File: src/capture_timer_pkg.sv
// Constants for the sixteen bit capture timer
package capture_timer_pkg;

  // Register addresses on the 8-bit I/O bus
  localparam logic [2:0] ADDR_CTRL_B     = 3'h0;
  localparam logic [2:0] ADDR_COUNT_LO   = 3'h1;
  localparam logic [2:0] ADDR_COUNT_HI   = 3'h2;
  localparam logic [2:0] ADDR_CAPTURE_LO = 3'h3;
  localparam logic [2:0] ADDR_CAPTURE_HI = 3'h4;
  localparam logic [2:0] ADDR_IRQ_MASK   = 3'h5;
  localparam logic [2:0] ADDR_IRQ_FLAGS  = 3'h6;

  // Control register B fields
  localparam int FILTER_BIT   = 7;
  localparam int EDGE_BIT     = 6;
  localparam int MODE_BIT     = 4;
  localparam int CLKSEL_MSB   = 2;
  localparam logic [7:0] CTRL_B_WMASK = 8'hd7;
  localparam logic [7:0] CTRL_B_RESET = 8'h00;

  // Interrupt mask and flag fields
  localparam int CAPTURE_BIT  = 5;
  localparam int OVERFLOW_BIT = 0;
  localparam logic [7:0] IRQ_WMASK = 8'h21;

  // Clock select codes
  localparam logic [2:0] CLK_STOP    = 3'h0;
  localparam logic [2:0] CLK_IO      = 3'h1;
  localparam logic [2:0] CLK_EXT_FALL = 3'h6;
  localparam logic [2:0] CLK_EXT_RISE = 3'h7;

  // Counter limits
  localparam logic [15:0] COUNT_MAX    = 16'hffff;
  localparam logic [15:0] COUNT_BOTTOM = 16'h0000;

  // Filter needs this many equal samples
  localparam int FILTER_SAMPLES = 4;

endpackage

File: src/capture_timer.sv
// Sixteen bit timer with input capture and byte-wide register access
// Functional notes
// - Normal mode counts up, wraps to zero
// - Overflow flag set when count wraps from maximum to zero
// - Clear-on-match mode clears after capture match
// - TOP unbuffered; low TOP wraps via maximum
// - TOP mode sets capture flag at TOP
// - Capture copies count and sets flag together
// - Every capture overwrites the capture register
// - Edge select: zero falling, one rising
// - Filter needs four equal samples
// - TOP mode disconnects the capture pin
// - Clock select: stop, io, ext fall, rise
// - External pin clocks even as output
// - Shared high-byte latch for 16-bit access
// - Counter write blocks next match
// - Interrupt needs enable, global flag, flag
// - Flags clear on vector or write-one
// - Reserved mask and flag bits read zero
// - CPU counter write beats clear or count
// - Low byte read loads latch; high first
`timescale 1ns/1ps
module capture_timer
  import capture_timer_pkg::*;
(
  // Clock and reset
  input  wire logic       sys_clk_i,
  input  wire logic       reset_n_i,
  // CPU I/O bus
  input  wire logic [2:0] io_addr_i,
  input  wire logic       io_wr_i,
  input  wire logic       io_rd_i,
  input  wire logic [7:0] io_wdata_i,
  output logic      [7:0] io_rdata_o,
  // Interrupt handshake
  input  wire logic       global_irq_en_i,
  input  wire logic       capture_ack_i,
  input  wire logic       overflow_ack_i,
  output logic            capture_irq_o,
  output logic            overflow_irq_o,
  // Pins
  input  wire logic       capture_pin_i,
  input  wire logic       ext_count_pin_i
);

  //////////////////////////////////////////////////////////////////////////////
  // Registers

  logic [7:0]  timer_ctrl_b;
  logic [15:0] counter_reg;
  logic [15:0] capture_reg;
  logic [7:0]  timer_irq_mask;
  logic        capture_flag;
  logic        overflow_flag;
  logic [7:0]  high_latch;
  logic        block_match;
  logic        ext_prev;
  logic        cap_prev;
  logic        cap_level;

  logic        capture_filter_en;
  logic        capture_edge_sel;
  logic        waveform_mode_bit;
  logic [2:0]  clock_sel;
  logic        capture_irq_en;
  logic        overflow_irq_en;

  assign capture_filter_en = timer_ctrl_b[FILTER_BIT];
  assign capture_edge_sel  = timer_ctrl_b[EDGE_BIT];
  assign waveform_mode_bit = timer_ctrl_b[MODE_BIT];
  assign clock_sel         = timer_ctrl_b[CLKSEL_MSB:0];
  assign capture_irq_en    = timer_irq_mask[CAPTURE_BIT];
  assign overflow_irq_en   = timer_irq_mask[OVERFLOW_BIT];

  logic wr_ctrl, wr_cnt_lo, wr_cnt_hi, wr_cap_lo, wr_cap_hi, wr_mask, wr_flags;
  logic rd_cnt_lo, rd_cap_lo;

  assign wr_ctrl   = io_wr_i && io_addr_i == ADDR_CTRL_B;
  assign wr_cnt_lo = io_wr_i && io_addr_i == ADDR_COUNT_LO;
  assign wr_cnt_hi = io_wr_i && io_addr_i == ADDR_COUNT_HI;
  assign wr_cap_lo = io_wr_i && io_addr_i == ADDR_CAPTURE_LO;
  assign wr_cap_hi = io_wr_i && io_addr_i == ADDR_CAPTURE_HI;
  assign wr_mask   = io_wr_i && io_addr_i == ADDR_IRQ_MASK;
  assign wr_flags  = io_wr_i && io_addr_i == ADDR_IRQ_FLAGS;
  assign rd_cnt_lo = io_rd_i && io_addr_i == ADDR_COUNT_LO;
  assign rd_cap_lo = io_rd_i && io_addr_i == ADDR_CAPTURE_LO;

  //////////////////////////////////////////////////////////////////////////////
  // Timer clock generation

  logic tick;

  always_ff @(posedge sys_clk_i or negedge reset_n_i) begin
    if (!reset_n_i) begin
      ext_prev <= 1'b0;
    end else begin
      ext_prev <= ext_count_pin_i;
    end
  end

  // Pin is read regardless of its port direction
  always_comb begin
    case (clock_sel)
      CLK_STOP:     tick = 1'b0;
      CLK_IO:       tick = 1'b1;
      CLK_EXT_FALL: tick = ext_prev && !ext_count_pin_i;
      CLK_EXT_RISE: tick = !ext_prev && ext_count_pin_i;
      default:      tick = 1'b0;
    endcase
  end

  //////////////////////////////////////////////////////////////////////////////
  // Counter

  logic        top_match;
  logic [15:0] next_count;

  assign top_match  = waveform_mode_bit && counter_reg == capture_reg && !block_match;
  assign next_count = top_match ? COUNT_BOTTOM : counter_reg + 16'h0001;

  always_ff @(posedge sys_clk_i or negedge reset_n_i) begin
    if (!reset_n_i) begin
      counter_reg <= COUNT_BOTTOM;
    end else if (wr_cnt_lo) begin
      counter_reg <= {high_latch, io_wdata_i};
    end else if (tick) begin
      counter_reg <= next_count;
    end
  end

  // Counter write masks the match on the following timer clock
  always_ff @(posedge sys_clk_i or negedge reset_n_i) begin
    if (!reset_n_i) begin
      block_match <= 1'b0;
    end else if (wr_cnt_lo) begin
      block_match <= 1'b1;
    end else if (tick) begin
      block_match <= 1'b0;
    end
  end

  //////////////////////////////////////////////////////////////////////////////
  // Capture input

  logic pin_gated;
  logic cap_event;

  assign pin_gated = capture_pin_i;

  capture_filter u_filter (
    .sys_clk_i (sys_clk_i),
    .reset_n_i (reset_n_i),
    .sample_i  (pin_gated),
    .enable_i  (capture_filter_en),
    .level_o   (cap_level)
  );

  always_ff @(posedge sys_clk_i or negedge reset_n_i) begin
    if (!reset_n_i) begin
      cap_prev <= 1'b0;
    end else begin
      cap_prev <= cap_level;
    end
  end

  assign cap_event = !waveform_mode_bit &&
                     (capture_edge_sel ? (!cap_prev && cap_level) : (cap_prev && !cap_level));

  always_ff @(posedge sys_clk_i or negedge reset_n_i) begin
    if (!reset_n_i) begin
      capture_reg <= COUNT_BOTTOM;
    end else if (cap_event) begin
      capture_reg <= counter_reg;
    end else if (wr_cap_lo && waveform_mode_bit) begin
      capture_reg <= {high_latch, io_wdata_i};
    end
  end

  //////////////////////////////////////////////////////////////////////////////
  // Shared high-byte latch

  always_ff @(posedge sys_clk_i or negedge reset_n_i) begin
    if (!reset_n_i) begin
      high_latch <= 8'h00;
    end else if (wr_cnt_hi || wr_cap_hi) begin
      high_latch <= io_wdata_i;
    end else if (rd_cnt_lo) begin
      high_latch <= counter_reg[15:8];
    end else if (rd_cap_lo) begin
      high_latch <= capture_reg[15:8];
    end
  end

  //////////////////////////////////////////////////////////////////////////////
  // Control and mask

  always_ff @(posedge sys_clk_i or negedge reset_n_i) begin
    if (!reset_n_i) begin
      timer_ctrl_b <= CTRL_B_RESET;
    end else if (wr_ctrl) begin
      timer_ctrl_b <= io_wdata_i & CTRL_B_WMASK;
    end
  end

  always_ff @(posedge sys_clk_i or negedge reset_n_i) begin
    if (!reset_n_i) begin
      timer_irq_mask <= 8'h00;
    end else if (wr_mask) begin
      timer_irq_mask <= io_wdata_i & IRQ_WMASK;
    end
  end

  //////////////////////////////////////////////////////////////////////////////
  // Flags

  logic ovf_set, cap_set;

  assign ovf_set = tick && next_count == COUNT_BOTTOM && counter_reg == COUNT_MAX && !wr_cnt_lo;
  assign cap_set = cap_event || (tick && top_match && !wr_cnt_lo);

  always_ff @(posedge sys_clk_i or negedge reset_n_i) begin
    if (!reset_n_i) begin
      overflow_flag <= 1'b0;
    end else if (ovf_set) begin
      overflow_flag <= 1'b1;
    end else if (overflow_ack_i || (wr_flags && io_wdata_i[OVERFLOW_BIT])) begin
      overflow_flag <= 1'b0;
    end
  end

  always_ff @(posedge sys_clk_i or negedge reset_n_i) begin
    if (!reset_n_i) begin
      capture_flag <= 1'b0;
    end else if (cap_set) begin
      capture_flag <= 1'b1;
    end else if (capture_ack_i || (wr_flags && io_wdata_i[CAPTURE_BIT])) begin
      capture_flag <= 1'b0;
    end
  end

  assign capture_irq_o  = capture_irq_en && global_irq_en_i && capture_flag;
  assign overflow_irq_o = overflow_irq_en && global_irq_en_i && overflow_flag;

  //////////////////////////////////////////////////////////////////////////////
  // Read data

  logic [7:0] flags_word;
  assign flags_word = {2'b00, capture_flag, 4'h0, overflow_flag};

  always_ff @(posedge sys_clk_i or negedge reset_n_i) begin
    if (!reset_n_i) begin
      io_rdata_o <= 8'h00;
    end else if (io_rd_i) begin
      case (io_addr_i)
        ADDR_CTRL_B:     io_rdata_o <= timer_ctrl_b;
        ADDR_COUNT_LO:   io_rdata_o <= counter_reg[7:0];
        ADDR_COUNT_HI:   io_rdata_o <= high_latch;
        ADDR_CAPTURE_LO: io_rdata_o <= capture_reg[7:0];
        ADDR_CAPTURE_HI: io_rdata_o <= high_latch;
        ADDR_IRQ_MASK:   io_rdata_o <= timer_irq_mask;
        ADDR_IRQ_FLAGS:  io_rdata_o <= flags_word;
        default:         io_rdata_o <= 8'h00;
      endcase
    end
  end

  //////////////////////////////////////////////////////////////////////////////
  // Assertions

  AST_WRAP: assert property (@(posedge sys_clk_i) disable iff (!reset_n_i)
    (tick && !wr_cnt_lo && !waveform_mode_bit && counter_reg == COUNT_MAX) |=> counter_reg == COUNT_BOTTOM)
    else $error("normal mode did not wrap");
  AST_OVF: assert property (@(posedge sys_clk_i) disable iff (!reset_n_i)
    (tick && !wr_cnt_lo && counter_reg == COUNT_MAX) |=> overflow_flag)
    else $error("overflow flag missed");
  AST_CTC: assert property (@(posedge sys_clk_i) disable iff (!reset_n_i)
    (tick && !wr_cnt_lo && top_match) |=> counter_reg == COUNT_BOTTOM && capture_flag)
    else $error("match clear missed");
  AST_NORMAL_UP: assert property (@(posedge sys_clk_i) disable iff (!reset_n_i)
    (tick && !wr_cnt_lo && !waveform_mode_bit) |=> counter_reg == $past(counter_reg) + 16'h0001)
    else $error("normal mode did not increment");
  AST_CAPTURE: assert property (@(posedge sys_clk_i) disable iff (!reset_n_i)
    cap_event |=> capture_reg == $past(counter_reg) && capture_flag)
    else $error("capture copy wrong");
  AST_NO_PIN_TOP: assert property (@(posedge sys_clk_i) disable iff (!reset_n_i)
    (waveform_mode_bit && !wr_cap_lo) |=> capture_reg == $past(capture_reg))
    else $error("pin capture in top mode");
  AST_CNT_WRITE: assert property (@(posedge sys_clk_i) disable iff (!reset_n_i)
    wr_cnt_lo |=> counter_reg == {$past(high_latch), $past(io_wdata_i)})
    else $error("counter write lost");
  AST_BLOCK: assert property (@(posedge sys_clk_i) disable iff (!reset_n_i)
    wr_cnt_lo ##1 (tick && !wr_cnt_lo && waveform_mode_bit) |=> counter_reg != COUNT_BOTTOM || $past(counter_reg) == COUNT_MAX)
    else $error("match not blocked after write");
  AST_IRQ: assert property (@(posedge sys_clk_i) disable iff (!reset_n_i)
    capture_irq_o |-> capture_flag && global_irq_en_i && timer_irq_mask[CAPTURE_BIT])
    else $error("spurious capture request");
  AST_SET_WINS: assert property (@(posedge sys_clk_i) disable iff (!reset_n_i)
    (ovf_set && overflow_ack_i) |=> overflow_flag)
    else $error("clear beat set");
  AST_RES_ZERO: assert property (@(posedge sys_clk_i) disable iff (!reset_n_i)
    ($past(io_rd_i) && $past(io_addr_i) == ADDR_IRQ_FLAGS) |-> io_rdata_o[7:6] == 2'b00)
    else $error("reserved bits nonzero");

endmodule

File: src/capture_filter.sv
// Noise filter for the capture input
`timescale 1ns/1ps
module capture_filter
  import capture_timer_pkg::*;
(
  // Clock and reset
  input  wire logic sys_clk_i,
  input  wire logic reset_n_i,
  // Sample input and control
  input  wire logic sample_i,
  input  wire logic enable_i,
  // Filtered level
  output logic      level_o
);

  logic [FILTER_SAMPLES-1:0] history;
  logic                      filtered;

  always_ff @(posedge sys_clk_i or negedge reset_n_i) begin
    if (!reset_n_i) begin
      history <= '0;
    end else begin
      history <= {history[FILTER_SAMPLES-2:0], sample_i};
    end
  end

  // Output changes only once every sample agrees
  always_ff @(posedge sys_clk_i or negedge reset_n_i) begin
    if (!reset_n_i) begin
      filtered <= 1'b0;
    end else if (&history) begin
      filtered <= 1'b1;
    end else if (~|history) begin
      filtered <= 1'b0;
    end
  end

  assign level_o = enable_i ? filtered : sample_i;

endmodule

File: config.mk
export PLATFORM = sky130hd
export DESIGN_NAME = capture_timer
export DESIGN_NICKNAME = d
export VERILOG_FILES = /design/src/capture_timer_pkg.sv /design/src/capture_timer.sv /design/src/capture_filter.sv
export SDC_FILE = /design/constraint.sdc
export NUM_CORES = 1
export LEC_CHECK = 0
export BUFFER_PORTS_ARGS = -buffer_cell sky130_fd_sc_hd__buf_2
export CAP_MARGIN = 10
export CORE_AREA = 10 10 141 78
export DETAILED_ROUTE_END_ITERATION = 12
export DIE_AREA = 0 0 151 88
export GPL_ROUTABILITY_DRIVEN = 0
export PLACE_DENSITY_LB_ADDON = 0.08
export SLEW_MARGIN = 10
export SYNTH_ARGS = -nofsm -noshare
export SYNTH_HDL_FRONTEND = slang
export SYNTH_HIERARCHICAL = 1
export SYNTH_SLANG_ARGS = --single-unit
export TNS_END_PERCENT = 30
File: constraint.sdc
create_clock -name sys_clk_i -period 2.3 [get_ports sys_clk_i]
set_input_delay 0.115 -clock sys_clk_i [delete_from_list [all_inputs] [get_ports sys_clk_i]]
set_output_delay 0.115 -clock sys_clk_i [all_outputs]
set_load 0.1 [all_outputs]
=== Word-level counts from Yosys, hierarchy flattened ===
Index checks and enable logic that the tools add are counted.

* Bits in registers: 66
* Bits of input ports: 20
* Output and inout port bits: 10

* Add/sub/neg operators: 1
* Equal/unequal tests: 12
* Multiplexer cells: 20
* Reduce and logical (&&, ||, !) cells: 49

{| class="wikitable"
|+ Operator list
! cell !! count
|-
| 2-to-1 mux 16 bit || 5
|-
| one-hot mux 8 bit (6 select lines) || 1
|-
| logical AND 1 bit || 28
|-
| 2-to-1 mux 8 bit || 3
|-
| adder 16 x 1 -> 16 bit, second input constant || 1
|-
| == test 16 bit || 1
|-
| == test 16 bit, second input constant || 1
|-
| zero test 16 bit || 1
|-
| == test 3 bit, second input constant || 5
|-
| 2-to-1 mux 1 bit || 10
|-
| nonzero test 2 bit || 4
|-
| zero test 1 bit || 7
|-
| == test 3 x 1 -> 1 bit, second input constant || 2
|-
| == test 3 x 2 -> 1 bit, second input constant || 2
|-
| logical OR 1 bit || 4
|-
| AND reduction 4 bit || 1
|-
| OR reduction 4 bit || 1
|-
| zero test 3 bit || 1
|-
| one-hot mux 1 bit (3 select lines) || 1
|-
| nonzero test 3 bit || 1
|-
| inequality test 2 x 1 -> 1 bit, second input constant || 1
|-
| OR reduction 2 bit || 1
|}

=== Logic depth before layout (Yosys ltp) ===
Gate-level depths: netlist of the first run.

* Word-level depth: 9
* Mapped depth: 8
* Mapped depth without buffers: 6

=== Modules after synthesis ===
The synthesis of the first run kept the hierarchy.

{| class="wikitable"
|+ Modules (own cells, without submodules)
! module !! instances !! cells each !! area each (um2) !! seq. area each (um2)
|-
| capture_timer || 1 || 428 || 3953.8 || 1526.5
|-
| capture_filter || 1 || 9 || 162.7 || 125.1
|}

=== Worst setup path after synthesis of the first run ===
OpenSTA, ideal clock, no wires.

* Kind: register to register
* Start: register timer_ctrl_b[7]
* End: register capture_reg[0]
* Setup time: 126 ps
* Arrival time: 1827 ps
* Path slack: 347 ps
* Cell stages (with the launch flop): 8
* Period minus slack after synthesis: 1953 ps
* Cells stage by stage: dfrtp_1 mux2_2 or3b_1 a21oi_1 buf_4 buf_4 mux2i_1 a21oi_1

* Word-level cells in the longest chain between the ends: 6
* Elaborated cells on any way between the ends: 8
* Those cells by class: mux: 3; reduce/logical: 5

{| class="wikitable"
|+ Ends and longest elaborated chain
! item !! line !! RTL
|-
| start, declared || capture_timer.sv:49 || <nowiki>logic [7:0] timer_ctrl_b;</nowiki>
|-
| start signal, assigned || capture_timer.sv:201 || <nowiki>timer_ctrl_b <= io_wdata_i & CTRL_B_WMASK;</nowiki>
|-
| 2-to-1 mux 1 bit (*) || capture_filter.sv:38 || <nowiki>assign level_o = enable_i ? filtered : sample_i;</nowiki>
|-
| net cap_level || capture_timer.sv:59 || <nowiki>logic cap_level;</nowiki>
|-
| zero test 1 bit || capture_timer.sv:167 || <nowiki>(capture_edge_sel ? (!cap_prev && cap_level) : (cap_prev && !cap_level));</nowiki>
|-
| logical AND 1 bit || capture_timer.sv:167 ||
|-
| 2-to-1 mux 1 bit (*) || capture_timer.sv:167 ||
|-
| logical AND 1 bit (*) || capture_timer.sv:166 || <nowiki>assign cap_event = !waveform_mode_bit &&</nowiki>
|-
| 2-to-1 mux 16 bit or nonzero test 2 bit (tied branches) || - ||
|-
| end signal, assigned || capture_timer.sv:173 || <nowiki>capture_reg <= counter_reg;</nowiki>
|-
| end signal, assigned || capture_timer.sv:175 || <nowiki>capture_reg <= {high_latch, io_wdata_i};</nowiki>
|-
| end, declared || capture_timer.sv:51 || <nowiki>logic [15:0] capture_reg;</nowiki>
|}

The timed path passes the listed nets; every way through them passes the cells marked *.
A chain may end at the register's enable or synchronous reset.

=== Final worst setup path of the first run ===
* Start: register timer_ctrl_b[2]
* End: register counter_reg[1]

* Word-level cells in the longest chain between the ends: 3
* Elaborated cells on any way between the ends: 5
* Those cells by class: eq/ne: 3; mux: 1; reduce/logical: 1

{| class="wikitable"
|+ Ends and longest elaborated chain
! item !! line !! RTL
|-
| == test 3 bit or == test 3 x 1 -> 1 bit (tied branches) || capture_timer.sv:103 || <nowiki>case (clock_sel)</nowiki>
|-
| one-hot mux 1 bit (3 select lines) (*) || capture_timer.sv:103 ||
|-
| nonzero test 2 bit (no line) (*) || - ||
|-
| end signal, assigned || capture_timer.sv:125 || <nowiki>counter_reg <= {high_latch, io_wdata_i};</nowiki>
|-
| end signal, assigned || capture_timer.sv:127 || <nowiki>counter_reg <= next_count;</nowiki>
|-
| end, declared || capture_timer.sv:50 || <nowiki>logic [15:0] counter_reg;</nowiki>
|}

Mark *: on every way between the ends. The rest lies on a longest branch, timed or not.

==> results of run 1 <==
==> area by class of cell <==
type	count	area share, %
Sequential cell	66	34.9
Timing Repair Buffer	61	8.50
Clock buffer	10	5.04
Clock inverter	6	1.37
Tap cell	117	3.09
Multi-Input combinational cell	318	46.3
Inverter	10	0.792
==> per-stage QoR <==
step | cells | setup slack, ns | hold slack [ns] | total power [uW] | cell area, sq um
6_report | 588 | 0.265 | -0.0264 | 5380 | 4740
2_1_floorplan | 437 | 0.347 | -0.181 | 3360 | 4120
3_3_place_gp | 570 | 0.303 | 0.245 | 3890 | 4410
4_1_cts | 588 | 0.260 | 0.00740 | 5360 | 4740
5_1_grt | 588 | 0.0691 | 0.0551 | 5690 | 4740
3_5_place_dp | 570 | 0.271 | 0.245 | 3940 | 4410
==> logic make-up after synthesis <==
group                    synth area share [%]
buffers and inverters                    6.63
flip-flops                               40.1
multiplexers                             11.0
AO/OA/AOI/OAI                            18.5
XOR/XNOR                                 4.04
AND/OR/NAND/NOR                          19.3
adder cells (fa/ha/maj)                 0.304
==> worst max-delay path, cell delays in order, from the launching register on <==
cell	delay (ns)
sky130_fd_sc_hd__dfrtp_1	0.42
sky130_fd_sc_hd__and4b_1	0.23
sky130_fd_sc_hd__o21ai_1	0.44
sky130_fd_sc_hd__and2_1	0.41
sky130_fd_sc_hd__buf_4	0.22
sky130_fd_sc_hd__nand2_1	0.06
sky130_fd_sc_hd__a31oi_1	0.18
==> where the power goes <==
part / total, uW / internal, uW / switching (uW)
clock network: 1410 / 870 / 539
registers: 1940 / 1500 / 446
logic: 2030 / 836 / 1190
==> final timing paths <==
path	end	slack, ns	cells past startpoint
worst max register to register	counter_reg[1]$_DFFE_PN0P_	0.27	6
worst min register to register	u_filter/history[1]$_DFF_PN0_	0.43	0
worst min-delay path	high_latch[7]$_DFFE_PN0P_	-0.03	2
worst max-delay path	counter_reg[1]$_DFFE_PN0P_	0.27	6
max in group asynchronous	counter_reg[2]$_DFFE_PN0P_	1.75	2
min in group sys_clk_i	capture_flag$_DFFE_PN0P_	0.09	4
==> Yosys cell counts, types with 7 or more instances <==
| library cell | n | area (sq um) |
|---|---|---|
| sky130_fd_sc_hd__clkbuf_1 | 10 | 37.5 |
| sky130_fd_sc_hd__o22ai_1 | 16 | 100 |
| sky130_fd_sc_hd__buf_4 | 11 | 82.6 |
| sky130_fd_sc_hd__and2_1 | 9 | 56.3 |
| sky130_fd_sc_hd__dfrtp_1 | 66 | 1650 |
| sky130_fd_sc_hd__mux2_2 | 11 | 124 |
| sky130_fd_sc_hd__nor2_1 | 39 | 146 |
| sky130_fd_sc_hd__nand3_1 | 17 | 85.1 |
| sky130_fd_sc_hd__nand4_1 | 7 | 43.8 |
| sky130_fd_sc_hd__nor3_1 | 9 | 45.0 |
| sky130_fd_sc_hd__o211ai_1 | 11 | 82.6 |
| sky130_fd_sc_hd__a221o_1 | 8 | 80.1 |
| sky130_fd_sc_hd__a21oi_1 | 28 | 140 |
| sky130_fd_sc_hd__mux2i_1 | 33 | 330 |
| sky130_fd_sc_hd__inv_1 | 10 | 37.5 |
| sky130_fd_sc_hd__xor2_1 | 16 | 140 |
| sky130_fd_sc_hd__buf_2 | 20 | 100 |
| sky130_fd_sc_hd__nand2_1 | 32 | 120 |
| sky130_fd_sc_hd__a31oi_1 | 7 | 43.8 |
==> layer usage <==
metal  track usage [%]  routed length (um)
met3              6.38                1380
met2              25.6                4920
met5                 0                   0
met4              5.91                 169
met1              28.4                5860
==> impl_summary.log, run 1 <==
[metrics] Chip Height: 88 um
[metrics] Layout Nets: 487
[metrics] area added between synthesis and finish: 15.1%
[metrics] final core utilization: 55.6%
[metrics] actual transition at the worst max-transition pin: 0.870 ns
[metrics] Synthesized Nets: 458
[metrics] wire length of the first global-routing pass: 19.8 mm
[metrics] total number of vias: 3616
[metrics] Max IR drop VDD: 0.000436 V
[metrics] horizontal die dimension: 151 um
[metrics] First-pass DRT Iterations: 5
[metrics] setup repair after global routing missed its margin: no
[metrics] P per Cell Area: 1140 nW/um^2
[metrics] maximum count of clock buffers along a single path: 2
[metrics] initial cell density of the core: 48.3%
[metrics] flop and latch count out of synthesis: 66
[metrics] run status: finished, violations left
[metrics] number of rows in the core area: 24
[metrics] sequential-to-total area share from yosys stat: 40.1%
[metrics] clock latency on the worst-skew pair: 0.34 ns
[metrics] # Post-CTS Setup Buffers: 0
[metrics] final sum of negative setup slack: 0 ns
[metrics] routed length per placed instance: 21.0 um
[metrics] number of levels in the clock H-tree: 3
[metrics] max capacitance violation total: 0
[metrics] Relative slew margins: 42.0%
[metrics] number of failing hold endpoints at the final stage: 33
[metrics] number of global-route vias before repair: 3451
[metrics] number of nets still failing antenna checks after routing: 0
[metrics] synth unique cells: 58
[metrics] critical path data arrival time: 2.29 ns
[metrics] maximum net fanout on the critical path: 7
[metrics] multi-input gate area in the final layout: 2200 sq um
[metrics] violated checks: hold timing
[metrics] final-report setup violation count: 0
[metrics] library cell used as clock root buffer: sky130_fd_sc_hd__clkbuf_16
[metrics] HPWL Detailed: 8.94 mm
[metrics] largest net degree at the start of global routing: 67
[metrics] critical path startpoint: timer_ctrl_b[2]$_DFFE_PN0P_
[metrics] CTS Hold Buffers Added: 2
[metrics] Floorplan Core Area: 8530 sq um
[metrics] clock slew at reported path FFs: 0.06 ns
[metrics] gate count of the mapped netlist: 437
[metrics] critical path endpoint category: flip-flop
[metrics] worst reg2reg path startpoint: timer_ctrl_b[2]$_DFFE_PN0P_
[metrics] antenna violations before repair: 1
[metrics] highest attainable clock frequency: 0.492 GHz
[metrics] DRC violation count after routing: 0
[metrics] leakage power: 0.00199 uW
[metrics] number of diodes: 0
[metrics] Register Area: 1650 sq um
[metrics] number of enable-type register cells in the synthesized netlist: 0
[metrics] TritonCTS clock tree: yes
[metrics] total number of yosys warnings: 6
[metrics] number of port buffers: 29
[metrics] final worst hold slack: -0.0264 ns
[metrics] clk sinks: 66
[metrics] overall track demand over capacity in global routing: 19.3%
[metrics] number of inserted filler cells in the final layout: 762
[metrics] routed vias/inst: 6.15
[metrics] Crit path required time: 2.55 ns
[metrics] CTS Buf Count: 9
[metrics] routed wire length: 12.3 mm
[metrics] Setup Skew: 0.00910 ns
[metrics] violation count after the first detailed-route iteration: 389
[metrics] Top Ports: 30
[metrics] post-CTS sizing: 0
[metrics] crit path time final: 2.03 ns
[metrics] commonest non-fill, non-tap cell in the layout: sky130_fd_sc_hd__dfrtp_1
[metrics] share of synthesized flip-flops with an asynchronous set or reset: 100%
[metrics] share of the clock period used by the worst path after layout: 88.5%
[metrics] fin. max-slew vios: 0
[metrics] full die area: 13300 sq um
[metrics] top library cells by usage in the layout, fill and taps aside: sky130_fd_sc_hd__dfrtp_1 (66), sky130_fd_sc_hd__nor2_1 (39), sky130_fd_sc_hd__mux2i_1 (33)
[metrics] type of origin of the critical path: flip-flop
[metrics] Crit Path Category: flip-flop to flip-flop
[metrics] aggregate global routing overflow: 0
[metrics] Hold Crit Class: input pin to asynchronous set/reset pin
[metrics] top_reg_cell synth: sky130_fd_sc_hd__dfrtp_1
[metrics] average footprint of a synthesized cell: 9.42 sq um
[metrics] proportion of layout cells with a drive suffix above 1: 20.8%
[metrics] Mapped Area: 4120 sq um
(Power assumes the default switching activity.)
==> run 2, diff against run 1 <==
clock period = 2.52 ns   (was 2.3 ns; I/O delays follow)
==> impl_summary.log, run 2 (synthesis gave the netlist of run 1 again) <==
[metrics] clock slew at reported path FFs: 0.06 ns
[metrics] area added between synthesis and finish: 14.8%
[metrics] critical path data arrival time: 2.32 ns
[metrics] antenna violations before repair: 0
[metrics] largest stage delay on the critical path: 0.55 ns
[metrics] number of diodes: 0
[metrics] Crit path required time: 2.72 ns
[metrics] initial cell density of the core: 48.3%
[metrics] part of the total power dissipated in sequential elements: 35.9%
[metrics] final sum of negative setup slack: 0 ns
[metrics] clk sinks: 66
[metrics] fin. max-slew vios: 0
[metrics] Max IR drop VDD: 0.000484 V
[metrics] proportion of power drawn by the clock network: 28.8%
[metrics] switching share of power: 38.7%
[metrics] Placed Cells: 562
[metrics] gate family responsible for the most delay along the worst path: flip-flops
[metrics] number of failing hold endpoints at the final stage: 0
[metrics] wire length of the first global-routing pass: 19.3 mm
[metrics] WP buf/inv: 1
[metrics] Layout Nets: 480
[metrics] Crit Path Category: flip-flop to flip-flop
[metrics] routed length per placed instance: 20.6 um
[metrics] placed standard-cell area: 4350 sq um
[metrics] number of global-route vias before repair: 3431
[metrics] proportion of layout cells with a drive suffix above 1: 19.4%
[metrics] library cell used as clock root buffer: sky130_fd_sc_hd__clkbuf_16
[metrics] Top Ports: 30
[metrics] sw power: 1930 uW
[metrics] worst-path cell chain: xor2_1 > nor4_1 > nand4b_1 > buf_4 > o311ai_0 > o211ai_1
[metrics] P per Cell Area: 1060 nW/um^2
[metrics] Floorplan Core Area: 8530 sq um
[metrics] largest net degree at the start of global routing: 39
[metrics] Gate power share: 35.3%
[metrics] final-report setup violation count: 0
[metrics] Non-Filler Instances: 581
[metrics] Hold Crit Class: input pin to flip-flop
[metrics] final core utilization: 55.4%
[metrics] number of nets still failing antenna checks after routing: 0
[metrics] clock latency on the worst-skew pair: 0.33 ns
[metrics] internal power summed over all cells: 3060 uW
[metrics] maximum count of clock buffers along a single path: 2
[metrics] top library cells by usage in the layout, fill and taps aside: sky130_fd_sc_hd__dfrtp_1 (66), sky130_fd_sc_hd__nor2_1 (39), sky130_fd_sc_hd__mux2i_1 (33)
[metrics] # Post-CTS Setup Buffers: 0
[metrics] total number of vias: 3569
[metrics] commonest non-fill, non-tap cell in the layout: sky130_fd_sc_hd__dfrtp_1
[metrics] violation count after the first detailed-route iteration: 406
[metrics] routed wire length: 11.9 mm
[metrics] share of the clock period used by the worst path after layout: 83.9%
[metrics] critical-path cell with the highest stage delay: sky130_fd_sc_hd__dfrtp_1
[metrics] Relative slew margins: 52.9%
[metrics] crit path time final: 2.11 ns
[metrics] final standard cell area without fillers: 4730 sq um
[metrics] number of levels in the clock H-tree: 3
[metrics] overall track demand over capacity in global routing: 18.7%
[metrics] number of inserted filler cells in the final layout: 793
[metrics] maximum net fanout on the critical path: 23
[metrics] aggregate global routing overflow: 0
[metrics] horizontal die dimension: 151 um
[metrics] setup repair after global routing missed its margin: no
[metrics] Chip Height: 88 um
[metrics] critical path endpoint category: flip-flop
[metrics] leakage power: 0.00198 uW
[metrics] final worst-path setup slack: 0.405 ns
[metrics] CTS Buf Count: 9
[metrics] actual transition at the worst max-transition pin: 0.707 ns
[metrics] Setup Skew: 0.00577 ns
[metrics] HPWL Detailed: 8.76 mm
[metrics] highest attainable clock frequency: 0.473 GHz
[metrics] full die area: 13300 sq um
[metrics] routed vias/inst: 6.14
[metrics] max capacitance violation total: 0
[metrics] number of rows in the core area: 24
[metrics] TritonCTS clock tree: yes
[metrics] type of origin of the critical path: flip-flop
[metrics] pre-CTS worst setup slack: 0.472 ns
[metrics] DRC violation count after routing: 0
[metrics] number of port buffers: 29
[metrics] First-pass DRT Iterations: 5
[metrics] run status: finished, final reports clean
==> run 2: cell type report <==
class                      count  area (sq um)  share of cell area, %
multi-input combinational    318          2200                   46.5
sequential                    66          1650                   34.9
timing repair buffer          54           353                   7.46
clock buffer                   9           225                   4.76
tap                          117           146                   3.10
clock inverter                 7           118                   2.49
inverter                      10          37.5                  0.794
==> run 2: worst paths after layout <==
kind | from | endpoint | slack (ns) | cells past startpoint
hold reg to reg | u_filter/history[1]$_DFF_PN0_ | u_filter/history[2]$_DFF_PN0_ | 0.43 | 0
max in group asynchronous | reset_n_i | capture_reg[10]$_DFFE_PN0P_ | 1.49 | 3
min in group asynchronous | reset_n_i | u_filter/history[0]$_DFF_PN0_ | 0.38 | 2
setup reg to reg | counter_reg[3]$_DFFE_PN0P_ | counter_reg[12]$_DFFE_PN0P_ | 0.41 | 6
setup / recovery | counter_reg[3]$_DFFE_PN0P_ | counter_reg[12]$_DFFE_PN0P_ | 0.41 | 6
hold / removal | io_wdata_i[1] | high_latch[1]$_DFFE_PN0P_ | 0.11 | 2
==> run 2: what timing repair did <==
action                                 CTS  global route
endpoints found under the hold margin   30             0
hold buffers                             3             0
gates resized for setup                  0             0
==> run 2: power by group through the flow <==
| stage | combinational (uW) | clock (uW) | sequential, uW |
|---|---|---|---|
| floorplan | 1300 | 0 | 1770 |
| global placement | 1720 | 0 | 1780 |
| detailed placement | 1740 | 0 | 1790 |
| CTS | 1750 | 1460 | 1780 |
| global route | 1930 | 1520 | 1830 |
| finish | 1760 | 1440 | 1790 |
==> run 2: routing by layer <==
metal	GRT usage, %	vias to the layer above	share of wire, %
li1	-	1654	-
met1	27.1	1767	51
met2	25.5	138	40
met3	6.59	10	9.0
met4	4.95	0	0.75
met5	0	-	0
==> run 2: stage by stage <==
stage / total power, uW / hold WS [ns]
3_3_place_gp: 3500 / 0.201
2_1_floorplan: 3070 / -0.170
3_5_place_dp: 3530 / 0.211
5_1_grt: 5280 / 0.0978
4_1_cts: 4990 / 0.0879
6_report: 4990 / 0.111
